**config.mk**
```make
export PLATFORM = sky130hd
export DESIGN_NAME = mii_pin_mode_mux
export DESIGN_NICKNAME = d
export VERILOG_FILES = /design/src/mii_mux_pkg.sv /design/src/mii_pin_mode_mux.sv /design/src/pin_sync.sv
export SDC_FILE = /design/constraint.sdc
export NUM_CORES = 1
export LEC_CHECK = 0
export ABC_AREA = 1
export BUFFER_PORTS_ARGS = -buffer_cell sky130_fd_sc_hd__buf_2
export CAP_MARGIN = 20
export CELL_PAD_IN_SITES_DETAIL_PLACEMENT = 0
export CELL_PAD_IN_SITES_GLOBAL_PLACEMENT = 2
export CORE_AREA = 2 2 96 98
export DETAILED_ROUTE_END_ITERATION = 6
export DIE_AREA = 0 0 98 100
export GPL_TIMING_DRIVEN = 0
export HOLD_SLACK_MARGIN = 0.03
export MAX_ROUTING_LAYER = met4
export PLACE_DENSITY = 0.91
export RECOVER_POWER = 100
export SETUP_SLACK_MARGIN = 0.1
export SLEW_MARGIN = 10
export SYNTH_ARGS = -nofsm -noshare
export SYNTH_HDL_FRONTEND = slang
export SYNTH_HIERARCHICAL = 1
export SYNTH_SLANG_ARGS = --single-unit
```
**constraint.sdc**
```tcl
create_clock -name clock -period 1.45 [get_ports clock]
set_clock_uncertainty 0.15 [all_clocks]
set_input_delay 0.0725 -clock clock [delete_from_list [all_inputs] [get_ports clock]]
set_output_delay 0.0725 -clock clock [all_outputs]
set_load 0.005 [all_outputs]
```
**src/mii_mux_pkg.sv**
```systemverilog
// shared pin indices, field types and reset values for the mii pin mode mux
package mii_mux_pkg;

   // pin slots in the pin_i / pin_o / pin_oe_n vectors
   localparam int NPIN = 10;      // number of multiplexed pins
   localparam int P_RXER = 0;     // receive error
   localparam int P_TXER = 1;     // transmit error
   localparam int P_TXEN = 2;     // transmit enable
   localparam int P_RXDV = 3;     // receive data valid
   localparam int P_RXCLK = 4;    // receive clock
   localparam int P_TXCLK = 5;    // transmit clock
   localparam int P_CRS = 6;      // carrier sense, also general_pin_three
   localparam int P_COL = 7;      // collision, also general_pin_zero
   localparam int P_MDIO = 8;     // management data, also general_pin_one
   localparam int P_MDC = 9;      // management clock

   // general purpose slots and the pins they share
   localparam int NGPIO = 3;      // number of general purpose pins
   localparam int G_ZERO = 0;     // general_pin_zero slot
   localparam int G_ONE = 1;      // general_pin_one slot
   localparam int G_THREE = 2;    // general_pin_three slot
   localparam int GPIO_PIN [NGPIO] = '{P_COL, P_MDIO, P_CRS};

   // reset values
   localparam logic [NPIN-1:0] OE_N_RESET = 10'h3ff;  // every pin released
   localparam logic [NPIN-1:0] OUT_RESET = 10'h000;   // every pin output low

   // general purpose pin function
   typedef enum logic [1:0] {
      GPIO_OFF,    // pin keeps its mii observation function
      GPIO_IN,     // schmitt input
      GPIO_PP,     // push-pull output
      GPIO_OD      // open-drain output
   } gpio_mode_t;

   // signals the mac drives toward an external phy
   typedef struct packed {
      logic tx_en;       // transmit enable
      logic tx_er;       // transmit error
      logic mdc;         // management clock
      logic mdio_o;      // management data out
      logic mdio_drive;  // high while the mac owns the management data line
   } mac_to_phy_t;

   // signals an external phy hands to the mac, already synchronised
   typedef struct packed {
      logic rx_er;        // receive error
      logic rx_dv;        // receive data valid
      logic crs;          // carrier sense
      logic col;          // collision
      logic mdio_i;       // management data in
      logic rx_clk;       // receive clock level
      logic rx_clk_rise;  // one-cycle pulse per receive clock rising edge
      logic tx_clk;       // transmit clock level
      logic tx_clk_rise;  // one-cycle pulse per transmit clock rising edge
   } phy_to_mac_t;

endpackage : mii_mux_pkg

```
**src/mii_pin_mode_mux.sv**
```systemverilog
// mii pin mode mux: internal observation/gpio/wake versus external phy link
`timescale 1ns/1ps
// How it works
// internal mode: pins may show internal mii signals
// external mode: receive error is a phy input
// external mode: drive transmit error to phy
// external mode: drive transmit enable to phy
// external mode: phy drives receive data valid
// external mode: phy supplies receive clock
// external mode: phy supplies transmit clock
// external mode: phy drives carrier sense
// external mode: phy drives collision
// external mode: management data pin is bidirectional
// internal mode: shared pins usable as gpio
// wake mode: collision pin outputs wake event
// wake mode: management pin is wake mode select
// external mode: drive management clock to phy
// one mode select switches all pins together
module mii_pin_mode_mux
   import mii_mux_pkg::*;
(
   input wire logic clock,                            // 20 mhz system clock
   input wire logic reset,                            // synchronous reset, active high
   input wire logic ext_mode,                         // 1 external phy, 0 internal phy
   input wire logic wake_mode_en,                     // power-management-event mode on
   input wire logic [NPIN-1:0] observe_en,            // per pin: show internal signal
   input wire logic [NPIN-1:0] int_mii,               // internal mii signals to show
   input wire gpio_mode_t [NGPIO-1:0] gpio_mode,      // per gpio: function
   input wire logic [NGPIO-1:0] gpio_out,             // per gpio: output value
   output logic [NGPIO-1:0] gpio_in,                  // per gpio: synced pin level
   input wire logic wake_event_indication,            // wake event to signal out
   output logic wake_mode_select,                     // synced wake mode select input
   input wire mac_to_phy_t mac_out,                   // mac side toward external phy
   output phy_to_mac_t mac_in,                        // external phy toward mac
   input wire logic [NPIN-1:0] pin_i,                 // pad input levels
   output logic [NPIN-1:0] pin_o,                     // pad output values
   output logic [NPIN-1:0] pin_oe_n                   // pad output enable, low drives
);

   // whole state in one record
   typedef struct packed {
      logic ext;                 // registered mode, one select for all pins
      logic [NPIN-1:0] pin_o;    // pad outputs
      logic [NPIN-1:0] pin_oe_n; // pad enables
      phy_to_mac_t mac_in;       // inputs handed to the mac
      logic [NGPIO-1:0] gpio_in; // gpio readback
      logic wake_sel;            // wake mode select readback
   } mux_state_t;

   mux_state_t s_q;  // registered state
   mux_state_t s_d;  // next state
   logic [NPIN-1:0] lvl;   // synchronised pad levels
   logic [NPIN-1:0] rise;  // rising edge pulses of pad levels

   // every pad input crosses two flip-flops before use, link clocks included
   pin_sync #(.WIDTH(NPIN)) u_sync (
      .clock(clock),
      .reset(reset),
      .async_i(pin_i),
      .level(lvl),
      .rise(rise)
   );

   // next pin and readback values, all chosen from the one registered mode
   always_comb begin
      s_d = s_q;
      s_d.ext = ext_mode;
      s_d.pin_o = OUT_RESET;
      s_d.pin_oe_n = OE_N_RESET;
      s_d.mac_in = '0;
      s_d.gpio_in = '0;
      s_d.wake_sel = 1'b0;
      if (s_q.ext) begin
         // external phy: fixed directions except management data, gpio and wake functions gone
         s_d.pin_o[P_TXER] = mac_out.tx_er;
         s_d.pin_oe_n[P_TXER] = 1'b0;
         s_d.pin_o[P_TXEN] = mac_out.tx_en;
         s_d.pin_oe_n[P_TXEN] = 1'b0;
         s_d.pin_o[P_MDC] = mac_out.mdc;
         s_d.pin_oe_n[P_MDC] = 1'b0;
         // management data turns round under mac control
         s_d.pin_o[P_MDIO] = mac_out.mdio_o;
         s_d.pin_oe_n[P_MDIO] = ~mac_out.mdio_drive;
         s_d.mac_in.mdio_i = lvl[P_MDIO];
         // phy-driven inputs; pads stay released
         s_d.mac_in.rx_er = lvl[P_RXER];
         s_d.mac_in.rx_dv = lvl[P_RXDV];
         s_d.mac_in.rx_clk = lvl[P_RXCLK];
         s_d.mac_in.rx_clk_rise = rise[P_RXCLK];
         s_d.mac_in.tx_clk = lvl[P_TXCLK];
         s_d.mac_in.tx_clk_rise = rise[P_TXCLK];
         s_d.mac_in.crs = lvl[P_CRS];
         s_d.mac_in.col = lvl[P_COL];
      end else begin
         // internal phy: observation first, shared pins may be overridden
         for (int p = 0; p < NPIN; p++) begin
            if (observe_en[p]) begin
               s_d.pin_o[p] = int_mii[p];
               s_d.pin_oe_n[p] = 1'b0;
            end
         end
         // gpio functions take the shared pin away from observation
         for (int g = 0; g < NGPIO; g++) begin
            s_d.gpio_in[g] = lvl[GPIO_PIN[g]];
            unique case (gpio_mode[g])
               GPIO_OFF: begin
                  // pin keeps whatever observation chose
               end
               GPIO_IN: begin
                  s_d.pin_o[GPIO_PIN[g]] = 1'b0;
                  s_d.pin_oe_n[GPIO_PIN[g]] = 1'b1;
               end
               GPIO_PP: begin
                  s_d.pin_o[GPIO_PIN[g]] = gpio_out[g];
                  s_d.pin_oe_n[GPIO_PIN[g]] = 1'b0;
               end
               GPIO_OD: begin
                  // only ever pulls low; a one releases the pad
                  s_d.pin_o[GPIO_PIN[g]] = 1'b0;
                  s_d.pin_oe_n[GPIO_PIN[g]] = gpio_out[g];
               end
            endcase
         end
         // wake mode wins over gpio on the two pins it claims
         if (wake_mode_en) begin
            s_d.pin_o[P_COL] = wake_event_indication;
            s_d.pin_oe_n[P_COL] = 1'b0;
            s_d.pin_o[P_MDIO] = 1'b0;
            s_d.pin_oe_n[P_MDIO] = 1'b1;
            s_d.wake_sel = lvl[P_MDIO];
         end
      end
   end

   // register the state; reset releases every pad
   always_ff @(posedge clock) begin
      if (reset) begin
         s_q <= '0;
         s_q.pin_oe_n <= OE_N_RESET;
      end else begin
         s_q <= s_d;
      end
   end

   assign pin_o = s_q.pin_o;
   assign pin_oe_n = s_q.pin_oe_n;
   assign mac_in = s_q.mac_in;
   assign gpio_in = s_q.gpio_in;
   assign wake_mode_select = s_q.wake_sel;
endmodule : mii_pin_mode_mux

```
**src/pin_sync.sv**
```systemverilog
// two-stage synchroniser with rising edge detection for pin inputs
`timescale 1ns/1ps
module pin_sync #(
   parameter int WIDTH = 10  // number of pins sampled
) (
   input wire logic clock,               // system clock
   input wire logic reset,               // synchronous reset, active high
   input wire logic [WIDTH-1:0] async_i, // raw pin levels
   output logic [WIDTH-1:0] level,       // synchronised level
   output logic [WIDTH-1:0] rise         // one-cycle pulse on a rising level
);

   // whole state in one record
   typedef struct packed {
      logic [WIDTH-1:0] meta;    // first stage, read only by the second
      logic [WIDTH-1:0] stable;  // second stage, safe to use
      logic [WIDTH-1:0] prev;    // stable delayed for edge finding
      logic [WIDTH-1:0] rise;    // registered edge pulse
      logic [2:0] warm;          // fills with ones after reset; edges trusted once full
   } sync_state_t;

   sync_state_t s_q;  // registered state
   sync_state_t s_d;  // next state

   // shift chain; edge taken from stable stages only, never from meta
   always_comb begin
      s_d = s_q;
      s_d.meta = async_i;
      s_d.stable = s_q.meta;
      s_d.prev = s_q.stable;
      s_d.warm = {s_q.warm[1:0], 1'b1};
      // reset zeroes the stages, so a pad idling high would look like a rising edge;
      // edges are held off until prev holds a real pad sample
      s_d.rise = s_q.stable & ~s_q.prev & {WIDTH{s_q.warm[2]}};
   end

   // register the state
   always_ff @(posedge clock) begin
      if (reset) begin
         s_q <= '0;
      end else begin
         s_q <= s_d;
      end
   end

   assign level = s_q.stable;
   assign rise = s_q.rise;

endmodule : pin_sync

```
==> metrics.log <==
INFO  metric wire_per_inst = 9.28 um
INFO  metric powerDensity = around 960 nW/um2
INFO  metric timing.final.hold_violations = 0
INFO  metric worst_setup_path_end_kind = flop
INFO  metric top_achievable_clock_speed = 0.762 GHz
INFO  metric setup_slack = 0.137 ns
INFO  metric vdd_drop_max = between 300 and 400 uV
INFO  metric drtIter0Drc = 25
INFO  metric worst_slew_pin_slew = 0.261 ns
INFO  metric antenna_violations_before_repair = 0
INFO  metric min_period_over_period = 90.5%
INFO  metric power.static_leakage = 1.61 nW
INFO  metric report.power.total = 2.99 mW
INFO  metric cell_area_after_technology_mapping = 2040 um2
INFO  metric status = complete, no violations
INFO  metric vias_per_cell = between 3 and 4
INFO  metric final_nets = 424
INFO  metric first_global_vias = 1,594
INFO  metric internal_reg_to_reg_setup_slack = 0.23 ns
INFO  metric dp.final_hpwl = 2.98 mm
INFO  metric path_max_fanout = 1
INFO  metric critPathBufInv = 4
INFO  metric layout.cells.non_filler = 487
INFO  metric syn2layout_area_growth = 53.3%
INFO  metric postPlaceCellArea = 2560 um2
INFO  metric fraction_of_layout_instances_using_a_drive_strength_above_1 = 33.2%
INFO  metric critPathRequiredTime = around 1.5 ns
INFO  metric clk_root_buffer_cell = sky130_fd_sc_hd__clkbuf_8
INFO  metric final_max_slew_viol_count = 0
INFO  metric wire_length_reported_by_the_detailed_router = roughly 4.5 mm
INFO  metric cts.sinks = 55
INFO  metric cts.htree.levels = 2
INFO  metric postSynthCellCount = 242
INFO  metric most-common-layout-cells = sky130_fd_sc_hd__buf_2, sky130_fd_sc_hd__dfxtp_1, sky130_fd_sc_hd__inv_1, sky130_fd_sc_hd__dlygate4sd3_1, sky130_fd_sc_hd__nor2_1
INFO  metric floorplan.core_area = 8890 um2
INFO  metric initial_utilization = 22.9%
INFO  metric post_synth.cell_area_avg = ~8.4 um2
INFO  metric final.hold.worst_slack = 0.0522 ns
INFO  metric tritoncts = built
INFO  metric fill_cells = approximately 940
INFO  metric route.vias.total = 1,726
INFO  metric io_buffer_count = 78
INFO  metric place.detailed.instances = roughly 430
INFO  metric global_route_wire_length_before_repair = 7.08 mm
INFO  metric detailedPlace.worstSlack = between 0.3 and 0.4 ns
INFO  metric cts_buffers = 5
INFO  metric path_common_cell = sky130_fd_sc_hd__dlygate4sd3_1
INFO  metric clock_tree.buffer_depth = 2
INFO  metric worst-endpoint-arrival = around 1.4 ns
INFO  metric final_common_cell = sky130_fd_sc_hd__buf_2
INFO  metric clk-insertion-delay-late = 0.30 ns
INFO  metric crit_chain = dlygate4sd3_1 -> buf_2 -> inv_1 -> nor2_1 -> dlygate4sd3_1
INFO  metric grt.overflow.total = 0
INFO  metric placer_congestion = 0.792
INFO  metric yosys_warnings = 6
INFO  metric pin_count_of_the_biggest_net_entering_global_routing = 19
INFO  metric rows = 35
INFO  metric final_util = 35.1%
INFO  metric die_area = between 9000 and 10,000 um2
INFO  metric worstSetupStartpointType = input pin
INFO  metric antenna_left = 0
INFO  metric synth.net_count = 291
INFO  metric maxCapViolCount = 0
INFO  metric critical_path.slowest_cell = sky130_fd_sc_hd__dlygate4sd3_1
INFO  metric final.min_clock_period = 1.31 ns
INFO  metric floorplan.die.height = 100 um
INFO  metric holdCritPathClass = in -> reg
INFO  metric cp_slowest_stage_delay = 0.57 ns
INFO  metric fin_setup_tns = 0 ns
INFO  metric timing.max_slew.rel_slack = 82.5%
INFO  metric grt_use_total = under 10%
INFO  metric n_antenna_cell = 0
INFO  metric die_width = roughly 98 um
INFO  metric io_pins = 82
INFO  metric drc = 0
INFO  metric critPathKind = in -> reg
INFO  metric clk_transition_reported_paths = ~0.10 ns
INFO  metric rsz_0062_raised_after_global_routing = no
INFO  metric layout.cell_area.non_filler = 3120 um2
INFO  metric setup_violations = 0
INFO  metric dr.pass1.iters = 4
INFO  metric critPathTopFamily = buffers and inverters
-- tightest hold or removal path, cell delays in order --
cell	delay, ns
sky130_fd_sc_hd__buf_2	0.19
sky130_fd_sc_hd__nor2_4	0.10
sky130_fd_sc_hd__nand2_1	0.06
sky130_fd_sc_hd__nand2_1	0.04
-- what timing repair did --
action	in CTS	in global routing
buffers inserted	0	0
hold buffers	48	0
setup endpoints to repair	0	1
hold endpoints to repair	31	0
gates resized for setup	0	1
-- metal layers --
layer	routed length [um]	GRT usage, %
met1	1920	9.55
met5	0	-
met3	179	1.53
met2	2280	17.5
met4	131	4.49
-- flip-flops by register name, summed over array words and instances (netlist names) --
signal            flops
wake_mode_select      1
pin_oe_n             10
u_sync/rise           2
s_q                   1
mac_in                9
u_sync/level          7
pin_o                10
gpio_in               3
u_sync/s_d            9
u_sync/s_q            3
-- path summary, 6_finish.rpt --
path	startpoint	endpoint	depth (start not counted)
worst max-delay path	pin_i[5]	u_sync/s_d[28]	5
worst min-delay path	reset	pin_o[8]	4
worst max register to register	s_q[33]	pin_oe_n[8]	6
worst min register to register	u_sync/s_d[31]	u_sync/level[8]	2
-- layout make-up --
class / instances / area (um2) / area share (%)
Sequential cell: 55 / 1100 / 35.3
Timing Repair Buffer: 126 / 861 / 27.6
Multi-Input combinational cell: 92 / 388 / 12.4
Buffer: 46 / 332 / 10.6
Inverter: 49 / 186 / 5.97
Tap cell: 111 / 139 / 4.45
Clock buffer: 5 / 68.8 / 2.20
Clock inverter: 3 / 46.3 / 1.48
-- where the power goes --
part | internal [mW] | total, mW | leakage, nW | switching [mW]
Clock | 0.521 | 1.03 | 0.0548 | 0.508
Sequential | 1.57 | 1.59 | 0.452 | 0.0169
Combinational | 0.230 | 0.375 | 1.10 | 0.145
Total | 2.32 | 2.99 | 1.61 | 0.670
Power figures use the tool's default switching activity.
